**src/core/tig_pkg.sv**
```systemverilog
// Package for the interrupt enable gate: register map, field layout, types.
// Assumes a 32-bit AHB-Lite register bus and one peripheral clock.
package tig_pkg;

	// Register byte offsets within the block window
	localparam int TIG_ADDR_W = 8;
	localparam logic [TIG_ADDR_W-1:0] TIG_OFS_ENABLE = 8'h00;
	localparam logic [TIG_ADDR_W-1:0] TIG_OFS_SET = 8'h04;
	localparam logic [TIG_ADDR_W-1:0] TIG_OFS_CLEAR = 8'h08;
	localparam logic [TIG_ADDR_W-1:0] TIG_OFS_STATUS = 8'h0c;
	localparam logic [TIG_ADDR_W-1:0] TIG_OFS_STATUS_CLR = 8'h10;

	// Field positions of the enable word
	localparam int TIG_TIME_MATCH_LSB = 16;
	localparam int TIG_RING_WRITE_LSB = 8;
	localparam int TIG_RX_PKT_ERR_BIT = 6;
	localparam int TIG_RING_READ_BIT = 4;
	localparam int TIG_PROG_MAP_BIT = 3;
	localparam int TIG_PROG_ASSOC_BIT = 2;
	localparam int TIG_PIC_GROUP_BIT = 1;
	localparam int TIG_BOUNDARY_BIT = 0;

	// Writable bits: 23..8 and 6..0; 31..24 and 7 read as zero
	localparam logic [31:0] TIG_WR_MASK = 32'h00ff_ff7f;
	localparam logic [31:0] TIG_RESET_VAL = 32'h0000_0000;
	localparam logic [31:0] TIG_ZERO = 32'h0000_0000;
	localparam logic [31:0] TIG_ONES = 32'hffff_ffff;

	// AHB-Lite encodings
	localparam logic [1:0] TIG_HRESP_OKAY = 2'h0;

	// Register select decode
	typedef enum logic [2:0]
	{
		TIG_SEL_NONE = 3'h0,
		TIG_SEL_ENABLE = 3'h1,
		TIG_SEL_SET = 3'h2,
		TIG_SEL_CLEAR = 3'h3,
		TIG_SEL_STATUS = 3'h4,
		TIG_SEL_STATUS_CLR = 3'h5
	} tig_sel_e;

	// Bus transfer state
	typedef enum logic [3:0]
	{
		TIG_ST_IDLE = 4'b0001,
		TIG_ST_WRITE = 4'b0010,
		TIG_ST_RD_WAIT = 4'b0100,
		TIG_ST_RD_DONE = 4'b1000
	} tig_state_e;

	// Captured address phase
	typedef struct packed
	{
		logic [TIG_ADDR_W-1:0] addr;
		logic write;
	} tig_req_s;

	// Stored mask and status state
	typedef struct packed
	{
		logic [31:0] enable;
		logic [31:0] set_mask;
		logic [31:0] stall;
		logic [31:0] status;
	} tig_regs_s;

endpackage

```
**src/core/tig_irq_gate.sv**
```systemverilog
// Interrupt enable gate with enable, set, clear and status registers.
// Assumes AHB-Lite slave use with hready looped from o_hreadyout, events on i_clk.
//
// Operation
// - An enable bit at 1 lets its condition interrupt; at 0 suppresses it.
// - Interrupt n needs bit n at 1 in both enable word and set register.
// - Writing 1 to clear register bit n stalls interrupt n, enable unchanged.
// - Enable layout: time matches 23..16, ring writes 15..8, then 6, 4..0.
// - Bits 31..24 and 7 read zero; all fields reset to zero.
// - Enable bit n gates the status flag at the same position n.
// - A set-register bit is ignored while its enable bit is zero.
// - Set and clear operations never change the stored enable word; clear also keeps the set mask.
`timescale 1ns/1ps
module tig_irq_gate
	import tig_pkg::*;
(
	// Clock and reset
	input wire logic i_clk,
	input wire logic i_rst,
	// AHB-Lite slave
	input wire logic i_hsel,
	input wire logic [31:0] i_haddr,
	input wire logic [1:0] i_htrans,
	input wire logic i_hwrite,
	input wire logic [2:0] i_hsize,
	input wire logic [31:0] i_hwdata,
	input wire logic i_hready,
	output logic [31:0] o_hrdata,
	output logic o_hreadyout,
	output logic o_hresp,
	// Event flags from the stream logic
	input wire logic [31:0] i_events,
	// Interrupt to host
	output logic o_irq
);

	tig_state_e state;
	tig_state_e next_state;
	tig_req_s req;
	tig_req_s next_req;
	tig_regs_s regs;
	tig_regs_s next_regs;
	logic [31:0] next_hrdata;
	logic next_irq;
	logic accept;
	logic [31:0] wdata;
	logic [31:0] armed;
	tig_sel_e wsel;

	function automatic tig_sel_e reg_sel(input logic [TIG_ADDR_W-1:0] addr);
		tig_sel_e sel;
		case (addr)
			TIG_OFS_ENABLE: sel = TIG_SEL_ENABLE;
			TIG_OFS_SET: sel = TIG_SEL_SET;
			TIG_OFS_CLEAR: sel = TIG_SEL_CLEAR;
			TIG_OFS_STATUS: sel = TIG_SEL_STATUS;
			TIG_OFS_STATUS_CLR: sel = TIG_SEL_STATUS_CLR;
			default: sel = TIG_SEL_NONE;
		endcase
		return sel;
	endfunction

	// Address phase taken on any valid transfer; single wait state on reads
	assign accept = i_hsel && i_htrans[1] && i_hready;
	assign o_hreadyout = (state != TIG_ST_RD_WAIT);
	assign o_hresp = TIG_HRESP_OKAY[0];
	assign wdata = i_hwdata & TIG_WR_MASK;
	assign wsel = reg_sel(req.addr);

	// Bits armed for the host: set mask counts only under enable, minus stalls
	assign armed = regs.enable & regs.set_mask & ~regs.stall;

	always_comb
	begin
		next_state = TIG_ST_IDLE;
		next_req = req;
		if (accept)
		begin
			next_req.addr = i_haddr[TIG_ADDR_W-1:0];
			next_req.write = i_hwrite;
			next_state = i_hwrite ? TIG_ST_WRITE : TIG_ST_RD_WAIT;
		end
		else if (state == TIG_ST_RD_WAIT)
		begin
			next_state = TIG_ST_RD_DONE;
		end
	end

	always_comb
	begin
		next_hrdata = o_hrdata;
		if (state == TIG_ST_RD_WAIT)
		begin
			case (wsel)
				TIG_SEL_ENABLE: next_hrdata = regs.enable;
				TIG_SEL_SET: next_hrdata = regs.set_mask;
				TIG_SEL_CLEAR: next_hrdata = regs.stall;
				TIG_SEL_STATUS: next_hrdata = regs.status;
				default: next_hrdata = TIG_ZERO;
			endcase
		end
	end

	always_comb
	begin
		next_regs = regs;
		if (state == TIG_ST_WRITE)
		begin
			case (wsel)
				TIG_SEL_ENABLE: next_regs.enable = wdata;
				TIG_SEL_SET:
				begin
					next_regs.set_mask = wdata;
					next_regs.stall = regs.stall & ~wdata;
				end
				TIG_SEL_CLEAR: next_regs.stall = regs.stall | wdata;
				TIG_SEL_STATUS_CLR: next_regs.status = regs.status & ~wdata;
				default: next_regs = regs;
			endcase
		end
		// New events win over a clear in the same cycle
		next_regs.status = next_regs.status | (i_events & TIG_WR_MASK);
		next_irq = |(regs.status & armed);
	end

	always_ff @(posedge i_clk)
	begin
		if (i_rst)
		begin
			state <= TIG_ST_IDLE;
			req <= '0;
			regs <= '0;
			o_hrdata <= TIG_RESET_VAL;
			o_irq <= 1'b0;
		end
		else
		begin
			state <= next_state;
			req <= next_req;
			regs <= next_regs;
			o_hrdata <= next_hrdata;
			o_irq <= next_irq;
		end
	end
endmodule

```
**config.mk**
```make
export PLATFORM = sky130hd
export DESIGN_NAME = tig_irq_gate
export DESIGN_NICKNAME = d
export VERILOG_FILES = /design/src/core/tig_pkg.sv /design/src/core/tig_irq_gate.sv
export SDC_FILE = /design/constraint.sdc
export NUM_CORES = 1
export LEC_CHECK = 0
export BUFFER_PORTS_ARGS = -buffer_cell sky130_fd_sc_hd__buf_2
export CAP_MARGIN = 0
export CORE_MARGIN = 5
export CORE_UTILIZATION = 42
export DETAILED_ROUTE_END_ITERATION = 10
export HOLD_SLACK_MARGIN = 0.12
export PLACE_DENSITY = 0.75
export SLEW_MARGIN = 40
export SYNTH_ARGS = -nofsm -noshare
export SYNTH_HDL_FRONTEND = slang
export SYNTH_SLANG_ARGS = --single-unit
```
**constraint.sdc**
```tcl
create_clock -name i_clk -period 4.8 [get_ports i_clk]
set_clock_uncertainty 0.2 [all_clocks]
set_input_delay 0.72 -clock i_clk [delete_from_list [all_inputs] [get_ports i_clk]]
set_output_delay 0.72 -clock i_clk [all_outputs]
set_load 0.02 [all_outputs]
```
# ---- Word-level counts from Yosys, hierarchy flattened
# Index checks and enable logic that the tools add are counted.
dict set report classes {
  reduce_logical 8
  muxes 8
  eq_ne 12
  n_bitwise 9
}
# operator n
set op_table {}
lappend op_table {{$pmux 32 s4} 1}
lappend op_table {{$and 32x32->32} 3}
lappend op_table {{$mux 32} 2}
lappend op_table {{$or 32x24->32} 2}
lappend op_table {{$pmux 32 s2} 1}
lappend op_table {{$and 24x32->32} 1}
lappend op_table {{$not 24->32} 1}
lappend op_table {{$not 32->32} 1}
lappend op_table {{$reduce_or 32->1} 1}
lappend op_table {{$and 24x24->24} 1}
lappend op_table {{$eq 8x4->1 const B} 2}
lappend op_table {{$pmux 3 s5} 1}
lappend op_table {{$eq 8x3->1 const B} 1}
lappend op_table {{$eq 8x5->1 const B} 1}
lappend op_table {{$logic_not 8->1} 1}
lappend op_table {{$mux 4} 2}
lappend op_table {{$eq 3x2->1 const B} 2}
lappend op_table {{$eq 3x3->1 const B} 2}
lappend op_table {{$reduce_and 2->1} 3}
lappend op_table {{$eq 4x2->1 const B} 1}
lappend op_table {{$eq 4x3->1 const B} 1}
lappend op_table {{$ne 4x3->1 const B} 1}
lappend op_table {{$eq 3x1->1 const B} 1}
lappend op_table {{$mux 3} 1}
lappend op_table {{other kinds (2)} 3}
dict set report word_totals {
  elab_cells 45
  reg_bits 155
  out_inout_bits 35
  in_bits 106
}

# ---- Longest topological paths before layout
dict set report depth {
  ltp_word 6
  ltp_mapped 7
}

# ---- Worst setup path after synthesis
# OpenSTA, ideal clock, no wires.
dict set report synth_timing {
  path_type {register -> register}
  start {register req[4] (netlist name)}
  end {register o_hrdata[13]}
  slack_ps 2757
  required_time_ps 4483
  synth_period_minus_slack_ps 2043
  stages_incl_launch_ff 6
  arrival_ps 1726
  cell_sequence {dfxtp_1 > buf_2 > clkbuf_1 > clkbuf_1 > mux4_2 > a22o_1}
}
dict set report synth_between {
  elab_chain_len 4
  elab_cells_between_ends 11
}
# element line_no
set synth_rtl {}
lappend synth_rtl {{start, declared} tig_irq_gate.sv:39} ;# tig_req_s req;
lappend synth_rtl {{start signal, assigned} tig_irq_gate.sv:139} ;# req <= next_req;
lappend synth_rtl {{$eq 8x5->1 (tied with other cells)} tig_irq_gate.sv:52} ;# case (addr)
lappend synth_rtl {{$pmux 3 s5 (*)} tig_irq_gate.sv:52}
lappend synth_rtl {{$eq 3x3->1 (tied with other cells)} tig_irq_gate.sv:94} ;# case (wsel)
lappend synth_rtl {{$pmux 32 s4 (*)} tig_irq_gate.sv:94}
lappend synth_rtl {{end signal, assigned} tig_irq_gate.sv:141} ;# o_hrdata <= next_hrdata;
lappend synth_rtl {{end, declared} tig_irq_gate.sv:28} ;# output logic [31:0] o_hrdata,
# Every way passes the cells marked *; elsewhere a longest branch is shown, timed or not.
# A chain may end at the register's enable or synchronous reset.

# ---- Final worst setup path
dict set report layout_timing {
  start {register state[0]}
  end {output o_hreadyout}
}
dict set report layout_between {
  elab_chain_len 1
}
# element line_no
set layout_rtl {}
lappend layout_rtl {{start, declared} tig_irq_gate.sv:37} ;# tig_state_e state;
lappend layout_rtl {{start signal, assigned} tig_irq_gate.sv:138} ;# state <= next_state;
lappend layout_rtl {{$ne 4x3->1} tig_irq_gate.sv:65} ;# assign o_hreadyout = (state != TIG_ST_RD_WAIT);
lappend layout_rtl {{end, declared} tig_irq_gate.sv:29} ;# output logic o_hreadyout,
# Every way passes these cells.

==> impl_metrics.toml <==
[die]
die_y_microns = 124
dieArea_sq_um = 15500
rows = 41
pin_count = 141
initial_core_util_pct = 43.2
core_sq_um = 12700
die_w_microns = 124

[clock_tree]
cts_root_buffer = "clkbuf_16"
clock_path_buffers = 2
cts.clk_slew.worst_paths_ns = 0.06
clock-sinks = 128
cts-resized-gates = 0
htree_levels = 4
cts_tree = "done"
hold_buffers = 0
insertion_delay_ns = 0.42
cts_setup_buffers = 0
cts_buffers = 17

[critical_path]
cp-start-kind = "flip-flop"
worst_setup_path_end_kind = "primary output"
critPathKind = "reg -> out"
reg2reg_depth = 5
ff2ff_setup_slack_ns = 2.19
critPathMaxFanout = 4
required_ns = 3.88
critPathArrivalTime_ns = 1.81

[timing]
fin_crit_sh_pct = 56.9
finalSetupTns_ns = 0
setup_violations = 0
fmax_mhz = 366
worst_slew_pin_slew_ns = 0.827
rsz0062_at_grt = "false"
period_needed_ns = 2.73
drv_slew = 0
slew_headroom_pct = 44.8
hold_violations = 0

[grt]
grt_max_degree = 100
met3_usage_pct = 5.87
gr-total-overflow = 0
grt.busiest_layer = "met2"
grtUsageTotal_pct = 20.4
grt_pass1_vias = 5081
met2_usage_pct = 33.2
grt_pass1_wl_microns = 25400
antenna_found_initial = 0
grtUsageMet1_pct = 23.9

[synthesis]
synth_edf_count = 0
synth_cells = 577
synth_top_flop_cell = "dfxtp_1"
synth_top_cell_by_area = "dfxtp_1"
yosysMostFrequentCell = "dfxtp_1"
yosysTopAreaCellShare_pct = 46.7
ys_top_cells_by_area = "dfxtp_1 (47%), mux4_2 (9.4%), a21oi_1 (6.5%)"
yosysSeqAreaShare_pct = 46.7
netlist_area_sq_um = 5490
syn_avg_cell_area_sq_um = 9.52
ys_seq_elements = 128
ys_async_sr_fraction_pct = 0
synth_warnings = 0
synth_cell_types = 36
synth_commonest_cells = "dfxtp_1 (128), a21oi_1 (71), nand2_1 (71)"

[worst_hold_path]
hold_depth = 2
hold_path_class = "reg -> reg"

[routing]
post_drt_wl_per_cell_microns = 19.2
routed_wl_microns = 15900
via_per_inst = 5.99
drt_iter0_drc = 493
ant_nets = 0
drt_pass1_iterations = 5
dr_total_vias = 4977
drc = 0

[placement]
dpl_cell_area_sq_um = 5990
globalplace.congestion = 0.810
dp_hpwl_microns = 9830
portBuffers = 84

[layout]
nNetsFinal = 752
utilization_pct = 52.4
regArea_sq_um = 2560
fillers = 1140
area_growth_pct = 21.3
stdcell_area_sq_um = 6660
n_antenna_cell = 0
multiInputGateArea_sq_um = 2590
layout-drive-gt1-share_pct = 24.9

[power_and_ir_drop]
p_per_area_nw_per_um2 = 403
p_leak_nw = 2.46
peakVddDrop_mv = 0.222

[run]
maxCapViolations = 0

[outcome]
status = "completed"
==> cell families after synthesis <==
group                     share of synthesized area [%]
buffers and inverters                              6.90
muxes                                              9.43
DFF                                                46.7
AOI/OAI and AO/OA                                  20.3
xor gates and xnor gates                          0.159
and+or+nand+nor                                    16.5
other                                            0.0683
==> layout make-up <==
type / instances / share of cell area, %
clock buffer: 22 / 7.27
timing repair buffer: 97 / 7.94
tap: 172 / 3.23
clock inverter: 10 / 2.70
inverter: 25 / 1.41
multi-input combinational: 377 / 38.9
sequential: 128 / 38.5
==> final timing paths <==
check | start | to
min | regs[74] | regs[74]
min reg2reg | regs[74] | regs[74]
max | state[0] | o_hreadyout
max reg2reg | req[1] | o_hrdata[2]
==> per-layer routing <==
layer | up-vias | routed length [microns]
met3 | 48 | 1210
li1 | 2250 | -
met2 | 253 | 7780
met4 | 0 | 525
met5 | - | 0
met1 | 2426 | 6410
==> cell usage in the layout, fill, tap and decap left out, types with 2 or more instances in the layout <==
master      netlist  layout
a311oi_1          8       8
bufinv_16         0       5
a22o_1           30      30
buf_2             6      84
inv_1            24      24
nand2_1          71      71
dfxtp_2           0       2
nor4_1            2       2
a311oi_2          3       3
nand4b_1         23      23
dfxtp_1         128     126
clkinv_2          0       3
clkbuf_8          0       4
o21ai_1          46      46
clkinvlp_4        0       2
clkbuf_16         0      17
nand3_1          26      26
buf_4            12      11
nor3b_1          13      13
a21oi_1          71      71
nand4_1           7       7
conb_1            1      10
mux4_2           23      23
a31oi_1          24      24
nor2_1            6       6
and2_1            2       2
==> power breakdown <==
part | total [W] | internal (W) | leakage, nW | switching [W]
Combinational | 0.000140 | 0.0000449 | 1.10 | 0.0000956
Clock | 0.00144 | 0.000974 | 0.322 | 0.000469
Sequential | 0.00110 | 0.00108 | 1.04 | 0.0000199
==> through the flow <==
stage / total power [W] / std cells / hold slack [ns] / setup WS, ns
after floorplan: 0.00120 / 586 / 0.246 / 2.76
after global placement: 0.00126 / 797 / 0.252 / 2.03
after detailed placement: 0.00126 / 798 / 0.261 / 2.08
after CTS: 0.00269 / 830 / 0.259 / 2.06
after global routing: 0.00276 / 831 / 0.264 / 1.92
final: 0.00268 / 831 / 0.269 / 2.07
==> critical path, cell delays in order, from the launching register on <==
cell,delay [ns]
dfxtp_1,0.33
nor4b_1,0.68
inv_2,0.17
buf_2,0.21
No activity file was read; power rests on OpenSTA's default activity.
